<file path="config.mk">
export PLATFORM = sky130hd
export DESIGN_NAME = dsu_top
export DESIGN_NICKNAME = d
export VERILOG_FILES = /design/src/dsu_pkg.sv /design/src/dsu_tick_if.sv /design/src/dsu_top.sv /design/src/dsu_tick.sv
export VERILOG_INCLUDE_DIRS = /design/src
export SDC_FILE = /design/constraint.sdc
export NUM_CORES = 1
export LEC_CHECK = 0
export BUFFER_PORTS_ARGS = -buffer_cell sky130_fd_sc_hd__buf_2
export CAP_MARGIN = 5
export CORE_MARGIN = 4
export CORE_UTILIZATION = 40
export DETAILED_ROUTE_END_ITERATION = 8
export GPL_TIMING_DRIVEN = 0
export PLACE_DENSITY = 0.56
export SYNTH_ARGS = -nofsm -noshare
export SYNTH_HDL_FRONTEND = slang
export SYNTH_SLANG_ARGS = --single-unit
</file>
<file path="constraint.sdc">
create_clock -name clk -period 4.2 [get_ports clk]
set_input_delay 0.21 -clock clk [delete_from_list [all_inputs] [get_ports clk]]
set_output_delay 0.21 -clock clk [all_outputs]
set_load 0.01 [all_outputs]
</file>
<file path="src/dsu_regs.svh">
// Purpose: register indices, field positions, reset values and timing counts
// Assumes: word-indexed register bus, one 8-bit register per word
// Notes:   definitions only
`ifndef DSU_REGS_SVH
`define DSU_REGS_SVH

// ****************************************************************
// register indices (byte address is four times the index)
// ****************************************************************
`define DSU_IDX_CH0_CTRL_H  8'h14
`define DSU_IDX_CH0_CTRL_L  8'h15
`define DSU_IDX_CH0_BAUD    8'h16
`define DSU_IDX_CH0_DATA    8'h17
`define DSU_IDX_CH1_CTRL_H  8'h18
`define DSU_IDX_CH1_CTRL_L  8'h19
`define DSU_IDX_CH1_BAUD    8'h1a
`define DSU_IDX_CH1_DATA    8'h1b

// ****************************************************************
// high control register fields
// ****************************************************************
`define DSU_H_MODE_HI       7
`define DSU_H_MODE_LO       6
`define DSU_H_MCE           5
`define DSU_H_RX_EN         4
`define DSU_H_TX_NINTH      3
`define DSU_H_RX_NINTH      2
`define DSU_H_RX_IE         1
`define DSU_H_RX_PEND       0

// ****************************************************************
// low control register fields
// ****************************************************************
`define DSU_L_AUTOPAR       7
`define DSU_L_TX_ODD        6
`define DSU_L_RX_ODD        5
`define DSU_L_PAR_ERR       4
`define DSU_L_PRESC_HI      3
`define DSU_L_PRESC_LO      2
`define DSU_L_TX_IE         1
`define DSU_L_TX_PEND       0

// ****************************************************************
// reset values and timing counts
// ****************************************************************
`define DSU_RST_REG         8'h00
`define DSU_OVS_LAST        4'hf
`define DSU_OVS_MID         4'h7
`define DSU_OVS_HALF        4'h8
`define DSU_LEN_SHIFT       4'h8
`define DSU_LEN_FRAME8      4'ha
`define DSU_LEN_FRAME9      4'hb
`define DSU_DATA8           4'h8
`define DSU_DATA9           4'h9

`endif

</file>
<file path="src/dsu_pkg.sv">
// Purpose: shared types of the dual serial channel block
// Assumes: nothing beyond the register header
// Notes:   one packed struct holds all state of a module
`default_nettype none
package dsu_pkg;

   typedef enum logic [1:0] {
      DSU_MODE_SHIFT = 2'b00,
      DSU_MODE_8BIT  = 2'b01,
      DSU_MODE_9FIX  = 2'b10,
      DSU_MODE_9VAR  = 2'b11
   } dsu_mode_t;

   typedef enum logic [1:0] {
      DSU_RX_IDLE  = 2'b00,
      DSU_RX_START = 2'b01,
      DSU_RX_DATA  = 2'b10,
      DSU_RX_STOP  = 2'b11
   } dsu_rx_st_t;

   typedef struct packed {
      logic [7:0]  ctrl_h;
      logic [7:0]  ctrl_l;
      logic [7:0]  reload;
      logic [7:0]  rx_data;
      logic [1:0]  rx_sync;
      logic        tx_busy;
      logic [3:0]  tx_sub;
      logic [3:0]  tx_bit;
      logic [10:0] tx_shift;
      logic        txd;
      logic        sclk;
      dsu_rx_st_t  rx_st;
      logic [3:0]  rx_sub;
      logic [3:0]  rx_bit;
      logic [8:0]  rx_shift;
   } dsu_chan_t;

   typedef struct packed {
      dsu_chan_t [1:0] ch;
      logic            ack;
      logic [7:0]      rdata;
   } dsu_state_t;

   typedef struct packed {
      logic [2:0] presc;
      logic [7:0] baud;
   } dsu_tick_state_t;

endpackage
`default_nettype wire

</file>
<file path="src/dsu_tick_if.sv">
// Purpose: carries rate settings to a tick generator and its tick back
// Assumes: all signals on the system clock
// Notes:   tick is a one-cycle pulse at sixteen times the bit rate
`timescale 1ns/1ps
`default_nettype none
interface dsu_tick_if;
   logic [1:0] presc_sel;
   logic [1:0] mode;
   logic [7:0] reload;
   logic       tick;
   modport gen  (input presc_sel, input mode, input reload, output tick);
   modport user (output presc_sel, output mode, output reload, input tick);
endinterface
`default_nettype wire

</file>
<file path="src/dsu_top.sv">
// Purpose: two serial channels with control registers on an Avalon-MM slave
// Assumes: 50 MHz clk; word-indexed address; rxd pins asynchronous
// Notes:   every access takes one wait state
//
// Local design decision: the Avalon-MM interface to the registers.
`timescale 1ns/1ps
`default_nettype none
`include "dsu_regs.svh"
module dsu_top (
   input  wire logic        clk,
   input  wire logic        rstn,
   input  wire logic [7:0]  avs_address,
   input  wire logic        avs_read,
   input  wire logic        avs_write,
   input  wire logic [3:0]  avs_byteenable,
   input  wire logic [31:0] avs_writedata,
   output logic [31:0]      avs_readdata,
   output logic             avs_waitrequest,
   input  wire logic [1:0]  rxd,
   output logic [1:0]       txd,
   output logic [1:0]       sclk,
   output logic [1:0]       irq_rx,
   output logic [1:0]       irq_tx
);

   // ****************************************************************
   // helpers
   // ****************************************************************
   function automatic logic [7:0] reg_index(input logic c, input logic [1:0] k);
      logic [7:0] base;
      base = c ? `DSU_IDX_CH1_CTRL_H : `DSU_IDX_CH0_CTRL_H;
      return base + {6'h00, k};
   endfunction

   // parity bit that makes the nine bits even, or odd when odd is set
   function automatic logic par_of(input logic [7:0] d, input logic odd);
      return (^d) ^ odd;
   endfunction

   function automatic logic [3:0] tx_len(input logic [1:0] m);
      logic [3:0] len;
      unique case (m)
         dsu_pkg::DSU_MODE_SHIFT: len = `DSU_LEN_SHIFT;
         dsu_pkg::DSU_MODE_8BIT:  len = `DSU_LEN_FRAME8;
         default:                 len = `DSU_LEN_FRAME9;
      endcase
      return len;
   endfunction

   dsu_pkg::dsu_state_t s;
   dsu_pkg::dsu_state_t next_s;
   logic [1:0]          tick;

   // ****************************************************************
   // per-channel tick generators
   // ****************************************************************
   for (genvar g = 0; g < 2; g++) begin : g_ch
      dsu_tick_if tif ();
      assign tif.presc_sel = s.ch[g].ctrl_l[`DSU_L_PRESC_HI:`DSU_L_PRESC_LO];
      assign tif.mode      = s.ch[g].ctrl_h[`DSU_H_MODE_HI:`DSU_H_MODE_LO];
      assign tif.reload    = s.ch[g].reload;
      assign tick[g]       = tif.tick;
      dsu_tick u_tick (
         .clk  (clk),
         .rstn (rstn),
         .tif  (tif)
      );
   end

   // ****************************************************************
   // bus slave and channel logic
   // ****************************************************************
   logic             wr_go;
   logic [7:0]       wd;
   dsu_pkg::dsu_chan_t cs;
   dsu_pkg::dsu_chan_t nc;
   logic [1:0]       mode;
   logic             nine;
   logic             rx_in;
   logic             tx_start;
   logic             tx_done;
   logic             fin;
   logic             stop_ok;
   logic             raise;
   logic [7:0]       d8;
   logic             ninth;
   logic [3:0]       dlen;
   logic [7:0]       rv;

   always_comb begin
      next_s   = s;
      wr_go    = avs_write && s.ack && avs_byteenable[0];
      wd       = avs_writedata[7:0];
      cs       = '0;
      nc       = '0;
      mode     = 2'b00;
      nine     = 1'b0;
      rx_in    = 1'b1;
      tx_start = 1'b0;
      tx_done  = 1'b0;
      fin      = 1'b0;
      stop_ok  = 1'b0;
      raise    = 1'b0;
      d8       = 8'h00;
      ninth    = 1'b0;
      dlen     = `DSU_DATA8;
      rv       = 8'h00;
      // one wait state: the answer comes the cycle after the request
      next_s.ack = (avs_read || avs_write) && !s.ack;
      for (int c = 0; c < 2; c++) begin
         cs    = s.ch[c];
         nc    = cs;
         mode  = cs.ctrl_h[`DSU_H_MODE_HI:`DSU_H_MODE_LO];
         nine  = mode[1];
         dlen  = nine ? `DSU_DATA9 : `DSU_DATA8;
         rx_in = cs.rx_sync[1];
         fin   = 1'b0;
         stop_ok = 1'b0;
         tx_done = 1'b0;
         nc.rx_sync = {cs.rx_sync[0], rxd[c]};

         if (avs_address == reg_index(c[0], 2'd0)) rv = cs.ctrl_h;
         if (avs_address == reg_index(c[0], 2'd1)) rv = cs.ctrl_l;
         if (avs_address == reg_index(c[0], 2'd2)) rv = cs.reload;
         if (avs_address == reg_index(c[0], 2'd3)) rv = cs.rx_data;

         // software writes come first so that hardware events win below
         if (wr_go && avs_address == reg_index(c[0], 2'd0)) begin
            nc.ctrl_h = wd;
         end
         if (wr_go && avs_address == reg_index(c[0], 2'd1)) begin
            nc.ctrl_l = wd;
         end
         if (wr_go && avs_address == reg_index(c[0], 2'd2)) begin
            nc.reload = wd;
         end
         // a data write while a transmit frame or a shift-mode receive runs is dropped
         tx_start = wr_go && avs_address == reg_index(c[0], 2'd3) && !cs.tx_busy
                    && !(mode == dsu_pkg::DSU_MODE_SHIFT && cs.rx_st != dsu_pkg::DSU_RX_IDLE);

         // ****************************************************************
         // transmitter
         // ****************************************************************
         if (tx_start) begin
            nc.tx_busy = 1'b1;
            nc.tx_sub  = 4'h0;
            nc.tx_bit  = 4'h0;
            unique case (mode)
               dsu_pkg::DSU_MODE_SHIFT: nc.tx_shift = {3'b111, wd};
               dsu_pkg::DSU_MODE_8BIT:  nc.tx_shift = {2'b11, wd, 1'b0};
               default: begin
                  if (cs.ctrl_l[`DSU_L_AUTOPAR]) begin
                     nc.tx_shift = {1'b1, par_of(wd, cs.ctrl_l[`DSU_L_TX_ODD]), wd, 1'b0};
                  end else begin
                     nc.tx_shift = {1'b1, cs.ctrl_h[`DSU_H_TX_NINTH], wd, 1'b0};
                  end
               end
            endcase
         end else if (cs.tx_busy && tick[c]) begin
            nc.tx_sub = cs.tx_sub + 4'h1;
            if (cs.tx_sub == `DSU_OVS_LAST) begin
               nc.tx_shift = {1'b1, cs.tx_shift[10:1]};
               nc.tx_bit   = cs.tx_bit + 4'h1;
               if (cs.tx_bit == tx_len(mode) - 4'h1) begin
                  nc.tx_busy = 1'b0;
                  tx_done    = 1'b1;
               end
            end
         end
         if (tx_done) begin
            nc.ctrl_l[`DSU_L_TX_PEND] = 1'b1;
         end

         // ****************************************************************
         // receiver
         // ****************************************************************
         unique case (cs.rx_st)
            dsu_pkg::DSU_RX_IDLE: begin
               if (cs.ctrl_h[`DSU_H_RX_EN]) begin
                  if (mode == dsu_pkg::DSU_MODE_SHIFT) begin
                     // shift mode receives only while pending is clear and tx is idle
                     if (!cs.ctrl_h[`DSU_H_RX_PEND] && !cs.tx_busy && !tx_start) begin
                        nc.rx_st  = dsu_pkg::DSU_RX_DATA;
                        nc.rx_sub = 4'h0;
                        nc.rx_bit = 4'h0;
                     end
                  end else if (!rx_in) begin
                     nc.rx_st  = dsu_pkg::DSU_RX_START;
                     nc.rx_sub = 4'h0;
                  end
               end
            end
            dsu_pkg::DSU_RX_START: begin
               if (tick[c]) begin
                  nc.rx_sub = cs.rx_sub + 4'h1;
                  if (cs.rx_sub == `DSU_OVS_MID) begin
                     // a start bit gone high by mid-bit was a glitch
                     nc.rx_st  = rx_in ? dsu_pkg::DSU_RX_IDLE : dsu_pkg::DSU_RX_DATA;
                     nc.rx_sub = 4'h0;
                     nc.rx_bit = 4'h0;
                  end
               end
            end
            dsu_pkg::DSU_RX_DATA: begin
               if (tick[c]) begin
                  nc.rx_sub = cs.rx_sub + 4'h1;
                  if (cs.rx_sub == `DSU_OVS_LAST) begin
                     nc.rx_shift = {rx_in, cs.rx_shift[8:1]};
                     nc.rx_bit   = cs.rx_bit + 4'h1;
                     if (cs.rx_bit == dlen - 4'h1) begin
                        if (mode == dsu_pkg::DSU_MODE_SHIFT) begin
                           nc.rx_st = dsu_pkg::DSU_RX_IDLE;
                           fin      = 1'b1;
                        end else begin
                           nc.rx_st = dsu_pkg::DSU_RX_STOP;
                        end
                     end
                  end
               end
            end
            dsu_pkg::DSU_RX_STOP: begin
               if (tick[c]) begin
                  nc.rx_sub = cs.rx_sub + 4'h1;
                  if (cs.rx_sub == `DSU_OVS_LAST) begin
                     stop_ok  = rx_in;
                     fin      = 1'b1;
                     nc.rx_st = dsu_pkg::DSU_RX_IDLE;
                  end
               end
            end
         endcase
         if (!cs.ctrl_h[`DSU_H_RX_EN]) begin
            nc.rx_st = dsu_pkg::DSU_RX_IDLE;
            fin      = 1'b0;
         end

         // frame complete: filter, store, check parity
         d8    = nine ? nc.rx_shift[7:0] : nc.rx_shift[8:1];
         ninth = nc.rx_shift[8];
         unique case (mode)
            dsu_pkg::DSU_MODE_SHIFT: raise = 1'b1;
            dsu_pkg::DSU_MODE_8BIT:  raise = !cs.ctrl_h[`DSU_H_MCE] || stop_ok;
            default:                 raise = !cs.ctrl_h[`DSU_H_MCE] || ninth;
         endcase
         if (fin && raise) begin
            nc.rx_data = d8;
            nc.ctrl_h[`DSU_H_RX_PEND] = 1'b1;
            if (nine && !cs.ctrl_l[`DSU_L_AUTOPAR]) begin
               nc.ctrl_h[`DSU_H_RX_NINTH] = ninth;
            end
            if (nine && cs.ctrl_l[`DSU_L_AUTOPAR]) begin
               nc.ctrl_l[`DSU_L_PAR_ERR] =
                  ninth != par_of(d8, cs.ctrl_l[`DSU_L_RX_ODD]);
            end
         end

         // ****************************************************************
         // pins
         // ****************************************************************
         nc.txd = nc.tx_busy ? nc.tx_shift[0] : 1'b1;
         // shift clock runs low in the first half of each bit period
         if (mode == dsu_pkg::DSU_MODE_SHIFT && nc.tx_busy) begin
            nc.sclk = nc.tx_sub >= `DSU_OVS_HALF;
         end else if (mode == dsu_pkg::DSU_MODE_SHIFT && nc.rx_st == dsu_pkg::DSU_RX_DATA) begin
            nc.sclk = nc.rx_sub >= `DSU_OVS_HALF;
         end else begin
            nc.sclk = 1'b1;
         end
         next_s.ch[c] = nc;
      end
      if (avs_read && !s.ack) begin
         next_s.rdata = rv;
      end
   end

   always_ff @(posedge clk or negedge rstn) begin
      if (!rstn) begin
         s            <= '0;
         s.ch[0].txd  <= 1'b1;
         s.ch[1].txd  <= 1'b1;
         s.ch[0].sclk <= 1'b1;
         s.ch[1].sclk <= 1'b1;
      end else begin
         s <= next_s;
      end
   end

   // ****************************************************************
   // outputs
   // ****************************************************************
   assign avs_waitrequest = (avs_read || avs_write) && !s.ack;
   assign avs_readdata    = {24'h000000, s.rdata};
   for (genvar o = 0; o < 2; o++) begin : g_out
      assign txd[o]    = s.ch[o].txd;
      assign sclk[o]   = s.ch[o].sclk;
      assign irq_rx[o] = s.ch[o].ctrl_h[`DSU_H_RX_IE] && s.ch[o].ctrl_h[`DSU_H_RX_PEND];
      assign irq_tx[o] = s.ch[o].ctrl_l[`DSU_L_TX_IE] && s.ch[o].ctrl_l[`DSU_L_TX_PEND];
   end
endmodule // dsu_top
`default_nettype wire

</file>
<file path="src/dsu_tick.sv">
// Purpose: channel clock prescaler and baud divider
// Assumes: reload changes only while the channel is idle
// Notes:   tick rate is channel clock over (reload + 1), or channel clock in mode 2
`timescale 1ns/1ps
`default_nettype none
`include "dsu_regs.svh"
module dsu_tick (
   input  wire logic  clk,
   input  wire logic  rstn,
   dsu_tick_if.gen    tif
);
   dsu_pkg::dsu_tick_state_t s;
   dsu_pkg::dsu_tick_state_t next_s;
   logic [2:0] presc_last;
   logic [7:0] baud_last;
   logic       ce;

   // ****************************************************************
   // prescaler select and divider limit
   // ****************************************************************
   always_comb begin
      unique case (tif.presc_sel)
         2'b00: presc_last = 3'h7;
         2'b01: presc_last = 3'h3;
         2'b10: presc_last = 3'h1;
         2'b11: presc_last = 3'h0;
      endcase
      // mode 2 ignores the reload value
      baud_last = (tif.mode == dsu_pkg::DSU_MODE_9FIX) ? 8'h00 : tif.reload;
   end

   assign ce       = (s.presc == presc_last);
   assign tif.tick = ce && (s.baud == baud_last);

   always_comb begin
      next_s = s;
      next_s.presc = ce ? 3'h0 : s.presc + 3'h1;
      if (ce) begin
         next_s.baud = (s.baud == baud_last) ? 8'h00 : s.baud + 8'h01;
      end
      // a limit lowered under a running count wraps at once
      if (s.presc > presc_last) begin
         next_s.presc = 3'h0;
      end
      if (s.baud > baud_last) begin
         next_s.baud = 8'h00;
      end
   end

   always_ff @(posedge clk or negedge rstn) begin
      if (!rstn) begin
         s <= '0;
      end else begin
         s <= next_s;
      end
   end
endmodule // dsu_tick
`default_nettype wire

</file>
=== Word level (Yosys, flattened, before mapping) ===
Cells that the tools add are included.

* Add/sub/neg operators: 16
* Multiply operators: 0
* Div/mod/pow operators: 0
* $lt $le $gt $ge: 8
* Eq/ne operators: 56
* Shifts and indexed selects: 0
* Muxes and demuxes: 140
* Bitwise logic cells: 4
* Reduce and logical (&&, ||, !) cells: 85

{| class="wikitable"
|+ Operators by type and width
! cell !! count
|-
| 2-to-1 mux 8 bit || 18
|-
| 2-to-1 mux 10 bit || 10
|-
| 2-to-1 mux 20 bit || 4
|-
| equality test 8 x 5 -> 1 bit (second input constant) || 8
|-
| 2-to-1 mux 1 bit || 52
|-
| case mux 6 bit (4 select lines) || 2
|-
| logical AND 1 bit || 40
|-
| case mux 10 bit (2 select lines) || 2
|-
| 2-to-1 mux 19 bit || 2
|-
| 2-to-1 mux 6 bit || 6
|-
| adder 4 x 1 -> 4 bit (second input constant) || 8
|-
| 2-to-1 mux 4 bit || 8
|-
| 2-to-1 mux 15 bit || 2
|-
| inequality test 2 bit (second input constant) || 14
|-
| 2-to-1 mux 13 bit || 2
|-
| equality test 2 bit (second input constant) || 12
|-
| 2-to-1 mux 2 bit || 12
|-
| case mux 3 bit (4 select lines) || 2
|-
| case mux 4 bit (3 select lines) || 2
|-
| nonzero test 2 bit || 12
|-
| parity 8 bit || 3
|-
| 2-to-1 mux 3 bit || 6
|-
| 2-to-1 mux 9 bit || 2
|-
| adder 8 x 1 -> 8 bit (second input constant) || 2
|-
| 22 further kinds || 78
|}

* Register bits after elaboration: 181
* Bits in latches: 0
* Memory bits (writable): 0
* Memory bits (read-only): 0
* Output and inout bits: 41
* Word-level logic and storage cells: 355
* Memories kept: 0

=== Depth between registers and ports, before layout ===
Gate-level depths: netlist of run 1.

* Depth in word-level cells: 16
* Gate-level depth with buffers: 14

=== Modules after synthesis ===
From an unflattened synthesis of run 1, not the netlist that was laid out.

* Cells, all modules: 1189
* Area total of the unflattened synthesis: 11094.4 um2

{| class="wikitable"
|+ Modules (own cells, without submodules)
! module !! times used !! cells an instance !! area an instance (um2) !! sequential area each (um2)
|-
| dsu_top || 1 || 972 || 9225.1 || 3983.8
|-
| dsu_tick (g_ch[0].u_tick) || 1 || 108 || 940.9 || 275.3
|-
| dsu_tick (g_ch[1].u_tick) || 1 || 109 || 928.4 || 275.3
|}

=== Worst setup path before layout of run 1 ===
Ideal clock, no wire load.

* Path kind: register to register
* Start: register s (netlist bit cs[73])
* End: register sclk[1] (netlist name)
* Setup time: 84 ps
* Arrival time: 3129 ps
* Setup slack: 987 ps
* Cell stages (with the launch flop): 14
* Path buffers: 2
* Path through: dfrtp_1 -> buf_6 -> nand2b_1 -> clkbuf_1 -> and2_1 -> ha_1 -> nand4_4 -> nor4_4 -> nand3_2 -> a21oi_2 -> nor2_1 -> o211a_1 -> or4_1 -> a311o_1

{| class="wikitable"
|+ RTL lines
! element !! RTL line !! text
|-
| start, declared || dsu_top.sv:50 || <nowiki>dsu_pkg::dsu_state_t s;</nowiki>
|-
| start signal, assigned || dsu_top.sv:284 || <nowiki>s <= next_s;</nowiki>
|}

=== Final worst setup path of run 1 ===
* Start: register s (netlist bit cs[73])
* End: register s (netlist bit cs[49])

* Cells in the longest elaborated chain, start to end: 9
* Elaborated cells on any way between the ends: 22
* Those cells by class: eq/ne (3); mux (14); reduce/logical (5)

{| class="wikitable"
|+ Ends and longest elaborated chain
! element !! RTL line !! text
|-
| equality test 2 bit || dsu_tick.sv:29 || <nowiki>baud_last = (tif.mode == dsu_pkg::DSU_MODE_9FIX) ? 8'h00 : tif.reload;</nowiki>
|-
| 2-to-1 mux 8 bit || dsu_tick.sv:29 ||
|-
| equality test 8 bit || dsu_tick.sv:33 || <nowiki>assign tif.tick = ce && (s.baud == baud_last);</nowiki>
|-
| logical AND 1 bit || dsu_tick.sv:33 ||
|-
| 2-to-1 mux 19 bit / 2-to-1 mux 1 bit (equally long branches) || dsu_top.sv:205, dsu_top.sv:222 ||
|-
| 2-to-1 mux 9 bit / 2-to-1 mux 1 bit (equally long branches) || dsu_top.sv:177 || <nowiki>unique case (cs.rx_st)</nowiki>
|-
| logical OR 1 bit, on equally long branches || dsu_top.sv:243, dsu_top.sv:242 ||
|-
| case mux 1 bit (2 select lines) || dsu_top.sv:240 || <nowiki>unique case (mode)</nowiki>
|-
| logical AND 1 bit || dsu_top.sv:245 || <nowiki>if (fin && raise) begin</nowiki>
|}

Parallel ways exist; a longest one is shown, timed or not. The select of a mux whose other input is x is not followed.
A chain may end at the register's enable or synchronous reset.

==> results of run 1 <==
-- critical path, delay by kind of cell (launching register included) --
| family | cells | cell delay, ps |
|---|---|---|
| AND/OR/NAND/NOR | 6 | 1660 |
| AO/OA/AOI/OAI | 1 | 180 |
| buffers and inverters | 3 | 770 |
| flip-flops | 1 | 370 |
| adder cells (fa/ha/maj) | 1 | 320 |
| multiplexers | 1 | 400 |
-- layout make-up --
type                       instances  area (µm²)  area share, %
multi-input combinational        785        5310           45.1
inverter                          24        90.1          0.766
tap                              330         413           3.51
clock buffer                      19         443           3.76
sequential                       181        4530           38.5
buffer                            90         549           4.67
timing repair buffer              43         263           2.23
clock inverter                    13         169           1.44
-- worst paths after layout --
check	startpoint	endpoint	depth (start not counted)
worst max-delay path	cs[73]	cs[49]	12
worst min-delay path	avs_read	s[8]	3
worst max register to register	cs[73]	cs[49]	12
worst min register to register	next_s[51]	s[51]	0
max in group asynchronous	rstn	sclk[0]	3
min in group asynchronous	rstn	g_ch[1].u_tick.s[6]	2
-- power groups by stage --
stage               clock network, mW  registers (mW)  logic, mW
CTS                              1.74            1.94      0.732
detailed placement                  0            1.97      0.725
global route                     1.82            1.96      0.827
floorplan                           0            1.95      0.523
finish                           1.71            1.94      0.720
global placement                    0            1.97      0.710
-- layout by cell type (no fill, tap or decap), types with 13 or more instances in the layout --
master	instances
clkbuf_1	40
buf_2	41
nand4_1	15
mux2i_1	27
buf_4	36
inv_1	24
ha_1	44
a221o_1	18
xor2_1	23
nand2_1	139
nor3_1	30
dfrtp_1	177
xnor2_1	32
and3_1	13
conb_1	24
nand3_1	36
mux2_2	59
a21oi_1	44
clkbuf_16	17
o21ai_0	60
nor2_1	71
-- repair_timing --
| action | in CTS | in global routing |
|---|---|---|
| endpoints found under the setup margin | 0 | 2 |
| endpoints found under the hold margin | 93 | 0 |
| hold buffers | 3 | 0 |
| resized for setup | 0 | 1 |
-- Yosys cell counts (8+ instances only) --
library cell,number
a21o_1,9
a21oi_1,44
a221o_1,18
a221oi_1,8
a22oi_1,8
a31oi_1,10
and2_1,10
and3_1,13
buf_4,36
clkbuf_1,39
dfrtp_1,177
ha_1,44
inv_1,24
mux2_2,59
mux2i_1,27
nand2_1,139
nand3_1,36
nand4_1,15
nor2_1,71
nor3_1,31
o21a_1,8
o21ai_0,60
xnor2_1,32
xor2_1,23
-- metal layers --
metal	GRT usage [%]	vias up
met5	0	-
met4	3.75	0
met3	3.00	23
met2	30.9	147
met1	24.3	3815
li1	-	3863
-- metrics by stage --
stage	total power, mW	setup WS, ps	utilization, %
3_5_place_dp	2.70	321	43.8
2_1_floorplan	2.47	987	-
4_1_cts	4.42	316	46.3
6_report	4.37	343	46.3
3_3_place_gp	2.68	-195	43.6
5_1_grt	4.60	19.0	46.3
-- registers in the layout (all words and copies together), names as in the netlist, 2 cells and up --
register and cells:
g_ch.u_tick.s 22, sclk 2, cs 65, s 61, g_ch.tif.reload 16, g_ch.tif.mode 2
txd 2, g_ch.tif.presc_sel 2, avs_readdata 8
-- cells by family (layout without fill, tap and decap cells) --
| family | Yosys count | in the layout | synth area share [%] |
|---|---|---|---|
| other cells | 1 | 24 | 0.0361 |
| xor+xnor | 55 | 55 | 4.64 |
| mux | 88 | 88 | 9.43 |
| simple gates | 378 | 378 | 18.2 |
| buf+inv | 114 | 189 | 6.16 |
| compound gates | 196 | 196 | 12.6 |
| fa+ha+maj | 44 | 44 | 5.30 |
| flops | 181 | 181 | 43.7 |
==> results.cfg, run 1 <==
[global_route]
track_usage_pct = 18.1
grt_pass1_wl_mm = 41.4
grt_start_max_net_pins = 95
grt_pass1_vias = 7687
antenna_found_initial = 0
grt_overflow = 0

[layout]
drive_gt1_share_pct = 17.8
final_area_um2 = 11800
fillers = 2449
nets = 1236
final_cells = 1485
syn_to_final_growth_pct = 13.3
n_antenna_cell = 0

[drt]
wl_met2_mm = 12.7
dr_wl_met3_um = 843
wirelength_met1_mm = 11.6
wl_per_cell_um = 17.1
via_per_inst = 5.28
drc = 0
totalWireLength_mm = 25.5
top_layer_used = met4
dr.pass1.iters = 5
first_iter_violations = 599
dr_total_vias = 7848
final_antenna_net_count = 0

[worst_hold_path]
hold_class = in2reg

[timing]
setup_viol = 0
slew_viol_final = 0
fin_skew_ps = 12.2
grt_setup_unrepaired = no
hold_ws_ps = 46.6
min_period_ps = 3860
final.setup.tns_ps = 0
slew_headroom_pct = 40.2
fmax_mhz = 259
post-route-period-util_pct = 91.8
tightestPinTransition_ps = 890
hold_viol_final = 0

[synth]
synth_edf_count = 0
synth_area_um2 = 10400
yosysSeqAreaShare_pct = 43.7
synth_cell_types = 78
syn_inst = 1057
ys_ff_latch = 181
synth-main-ff-cell = dfrtp_1
synth_top_area_share_pct = 42.6
synthTopCellsByArea = dfrtp_1 43%, mux2_2 6.4%, ha_1 5.3%
synth_warnings = 0
synth-async-reset-ratio_pct = 100
yosys.area.top_type = dfrtp_1
synth.avg_cell_area_um2 = 9.83

[critical_path]
r2r_slack_ps = 340
cpPeakStageDelay_ps = 740
crit_arrival_ps = 4150
worstPathRequired_ps = 4490
cp-start-kind = flop
critPathKind = reg2reg
cp_slowest_cell = nor4_2
cp_cell_sequence = buf_6 -> nand2b_1 -> clkbuf_1 -> and2_1 -> ha_1 -> nand4_4 -> nor4_2 -> mux2i_1 -> nand3_1 -> nand4_2 -> clkbuf_1 -> o21ai_0
end_kind = flop
path_max_fanout = 10
critical_path.most_common_cell = clkbuf_1

[floorplanning]
die_h_um = 169
die_w_um = 169
start_util_pct = 40.9
die_area_um2 = 28600
coreArea_um2 = 25400
rows = 58
ios = 91

[placement]
place_area_um2 = 11100
gp_congestion = 0.819
io_buffer_count = 39
dp_hpwl_mm = 18.2
placed_cells = 1450

[clocking]
root_buffer = clkbuf_16
cts.clk_slew.worst_paths_ps = 70
htreeDepth = 4
post-cts-setup-buffers = 0
clock_latency_ps = 440
cts_sinks = 181
cts_tree = yes
cts_max_path_buffers = 2
cts_buffers = 17

[pwr]
combPwrFrac_pct = 16.5
p_clk_share_pct = 39.1
p_sw_share_pct = 28.8
p_int_mw = 3.11
pwr-share-seq_pct = 44.4
net-switching-power_mw = 1.26
power_density_nw_per_um2 = 371
p_leak_nw = 5.40
ir_worst_vdd_mv = 0.273

[run_status]
outcome = complete, no violations

[flow_run]
cap_violations = 0
No activity file was read; power rests on OpenSTA's default activity.
==> run 2, diff against run 1 <==
- ABC_CLOCK_PERIOD_IN_PS: unset -> 4400
- clock period: 4.2 -> 4.4 ns (I/O delays scaled with it)
==> results.cfg, run 2 (synthesis results as in run 1) <==
[run_status]
outcome = complete, no violations

[critical_path]
crit_path_start = g_ch[0].tif.mode[0]
end_kind = flop
crit_arrival_ps = 4180
worstPathRequired_ps = 4710
r2r_start = g_ch[0].tif.mode[0]
path_max_fanout = 10
cp-start-kind = flop
critPathKind = reg2reg

[timing]
hold_viol_final = 0
tightestPinTransition_ps = 883
post-route-period-util_pct = 88.0
min_period_ps = 3870
fmax_mhz = 258
fin_skew_ps = 12.9
fin_ws_ps = 529
slew_viol_final = 0
slew_headroom_pct = 40.7
hold_ws_ps = 58.4
setup_viol = 0
final.setup.tns_ps = 0
grt_setup_unrepaired = no

[drt]
totalWireLength_mm = 25.4
dr.pass1.iters = 7
via_per_inst = 5.26
drc = 0
final_antenna_net_count = 0
first_iter_violations = 581
wl_per_cell_um = 17.1
dr_total_vias = 7812

[flow_run]
cap_violations = 0

[floorplanning]
ios = 91
rows = 58
die_area_um2 = 28600
die_w_um = 169
start_util_pct = 40.9
die_h_um = 169
coreArea_um2 = 25400

[clocking]
root_buffer = clkbuf_16
cts.repair.resized = 0
cts_buffers = 17
post-cts-setup-buffers = 0
cts.clk_slew.worst_paths_ps = 70
cts_max_path_buffers = 2
cts_tree = yes
htreeDepth = 4
clock_latency_ps = 440
cts_sinks = 181

[global_route]
grt_overflow = 0
grt_start_max_net_pins = 95
track_usage_pct = 18.1
grt_pass1_vias = 7687
grt_pass1_wl_mm = 41.4
antenna_found_initial = 0

[layout]
n_antenna_cell = 0
syn_to_final_growth_pct = 13.2
nets = 1236
largest_reg_flops = 65
drive_gt1_share_pct = 17.7
layout_commonest_cell = dfrtp_1
final_cell_mix = 177 x dfrtp_1, 139 x nand2_1, 71 x nor2_1, 60 x o21ai_0, 59 x mux2_2

[worst_hold_path]
hold_class = in2reg
worstHoldStart = avs_read

[placement]
pre_cts_slack_ps = 521
io_buffer_count = 39
dp_hpwl_mm = 18.2
gp_congestion = 0.819

[pwr]
ir_worst_vdd_mv = 0.260
power_mw = 4.17
p_leak_nw = 5.40
power_density_nw_per_um2 = 354
run 2: final timing paths:
check	to	slack, ps	depth (start not counted)
max in group asynchronous	txd[0]	3070	3
worst min register to register	s[51]	350	0
worst max-delay path	s[78]	530	11
min in group asynchronous	g_ch[1].u_tick.s[6]	400	2
worst max register to register	s[78]	530	11
worst min-delay path	s[8]	60	3
run 2: layer usage:
metal	track usage [%]	share of wire, %
met5	0	0
met4	3.75	1.2
met3	3.00	3.0
met2	30.9	50
met1	24.3	46
run 2: final cells by class:
| class | instances | area, µm² |
|---|---|---|
| Clock buffer | 19 | 443 |
| Sequential cell | 181 | 4530 |
| Buffer | 90 | 549 |
| Clock inverter | 13 | 169 |
| Tap cell | 330 | 413 |
| Multi-Input combinational cell | 785 | 5300 |
| Fill cell | 2450 | 13600 |
| Timing Repair Buffer | 43 | 263 |
| Inverter | 24 | 90.1 |
run 2: stage by stage:
stage                     cells  instance area, µm²  utilization [%]
final                      1485               11800             46.3
after global routing       1485               11800             46.3
after CTS                  1485               11800             46.3
after detailed placement   1450               11100             43.8
after global placement     1449               11100             43.6
after floorplan            1080               10500                -
run 2: worst max-delay path, cell delays in order (launching register included):
cell	delay, ps
dfrtp_1	530
nand2b_1	150
clkbuf_1	250
nand2_1	130
ha_1	330
nand4_1	160
nor3_1	490
nand4_1	400
mux2_2	400
o2111ai_2	300
nor3_1	270
mux2_2	360
run 2: power breakdown:
part,total [mW],switching (mW),internal [mW]
clock,1.63,0.705,0.921
sequential,1.85,0.0858,1.77
combinational,0.686,0.406,0.280
run 2: repair_timing:
item,CTS,global route
hold endpoints to repair,93,0
hold buffers,3,0
setup endpoints to repair,0,0
==> run 3, diff against run 2 <==
- ABC_CLOCK_PERIOD_IN_PS: 4400 -> 3520
- PLACE_DENSITY: 0.56 -> 0.58
- clock period: 4.4 -> 3.52 ns (I/O delays scaled with it)
==> results.cfg, run 3 (synthesis results as in run 1) <==
[run_status]
outcome = complete, no violations

[clocking]
clock_latency_ps = 440
root_buffer = clkbuf_16
cts_sinks = 181
cts_max_path_buffers = 2
cts.clk_slew.worst_paths_ps = 80
cts_tree = yes
cts_buffers = 17
htreeDepth = 4

[drt]
totalWireLength_mm = 25.3
dr_total_vias = 7917
via_per_inst = 5.30
wl_per_cell_um = 16.9
final_antenna_net_count = 0
drc = 0
dr.pass1.iters = 5
first_iter_violations = 531

[floorplanning]
die_area_um2 = 28600
die_w_um = 169
coreArea_um2 = 25400
die_h_um = 169
rows = 58
ios = 91
start_util_pct = 40.9

[layout]
fillers = 2454
multi_input_area_um2 = 5350
ff_latch_area_um2 = 4540
final_cell_mix = 176 x dfrtp_1, 139 x nand2_1, 70 x nor2_1, 60 x o21ai_0, 59 x mux2_2
final_cells = 1495
drive_gt1_share_pct = 19.4
final_area_um2 = 11900
syn_to_final_growth_pct = 14.6
nets = 1246
largest_reg_flops = 65
layout_commonest_cell = dfrtp_1
n_antenna_cell = 0

[timing]
fmax_mhz = 298
grt_setup_unrepaired = no
final.setup.tns_ps = 0
slew_headroom_pct = 40.5
slew_viol_final = 0
min_period_ps = 3350
post-route-period-util_pct = 95.2
hold_viol_final = 0
setup_viol = 0
tightestPinTransition_ps = 885
fin_skew_ps = 9.15
fin_ws_ps = 168

[global_route]
grt_pass1_wl_mm = 41.3
antenna_found_initial = 0
grt_pass1_vias = 7842
track_usage_pct = 18.0
grt_overflow = 0
grt_start_max_net_pins = 102

[placement]
pre_cts_slack_ps = -318
dp_hpwl_mm = 18.1
placed_cells = 1450
place_area_um2 = 11100
io_buffer_count = 39
gp_congestion = 0.798

[pwr]
ir_worst_vdd_mv = 0.294
power_density_nw_per_um2 = 438
p_leak_nw = 5.47
power_mw = 5.22

[flow_run]
cap_violations = 0

[critical_path]
path_max_fanout = 9
worstPathRequired_ps = 3890
cp-start-kind = flop
critPathKind = reg2reg
crit_arrival_ps = 3720
end_kind = flop
r2r_cells = 12

[worst_hold_path]
hold_depth = 3
hold_class = in2reg
run 3: worst paths after layout:
| path | start | to | slack (ps) |
|---|---|---|---|
| max | cs[73] | sclk[1] | 170 |
| min | avs_write | s[8] | 3 |
| max reg2reg | cs[73] | sclk[1] | 170 |
| min reg2reg | next_s[51] | s[51] | 350 |
| max in group asynchronous | rstn | g_ch[0].tif.mode[0] | 2220 |
| min in group asynchronous | rstn | g_ch[1].u_tick.s[5] | 330 |
run 3: per-stage QoR:
stage / hold WS, ps / utilization, %
after floorplan: -120 / -
after global placement: 286 / 43.6
after detailed placement: 225 / 43.8
after CTS: 1.95 / 46.7
after global routing: 13.8 / 46.8
final: 3.27 / 46.8
run 3: report_power, final:
group	internal [mW]	switching, mW	leakage (nW)
registers	2.21	0.106	2.33
logic	0.367	0.522	2.84
clock network	1.09	0.920	0.297
run 3: cell type report:
type                    count  share of cell area (%)
flip-flops and latches    181                    38.1
inverters                  24                   0.757
multi-input cells         785                    45.0
clock inverters            14                    1.39
well taps                 330                    3.47
clock buffers              18                    3.69
repair buffers             56                    3.03
plain buffers              87                    4.55
run 3: metal layers:
layer / GRT usage [%] / wire [µm] / vias up
met1: 23.6 / 11600 / 3869
met3: 2.96 / 709 / 25
met5: 0 / 0 / -
met2: 31.2 / 12700 / 135
met4: 4.24 / 344 / 0
li1: - / - / 3888
run 3: critical path, cell delays in order, from the launching register on:
cell      delay (ps)
dfrtp_1          370
buf_6            140
nand2b_2         240
and2_1           200
ha_1             310
nand4_4          160
or2_2            370
nor2_4           160
nand4_1          140
nand3_1          100
o311ai_0         240
or4_1            480
a311o_1          360
run 3: repair_timing:
action | 4_1_cts | 5_1_grt
buffers inserted | 8 | 5
hold endpoints to repair | 80 | 0
setup endpoints to repair | 39 | 46
hold buffers | 3 | 0
gates resized for setup | 8 | 5
pin swaps | 3 | 3
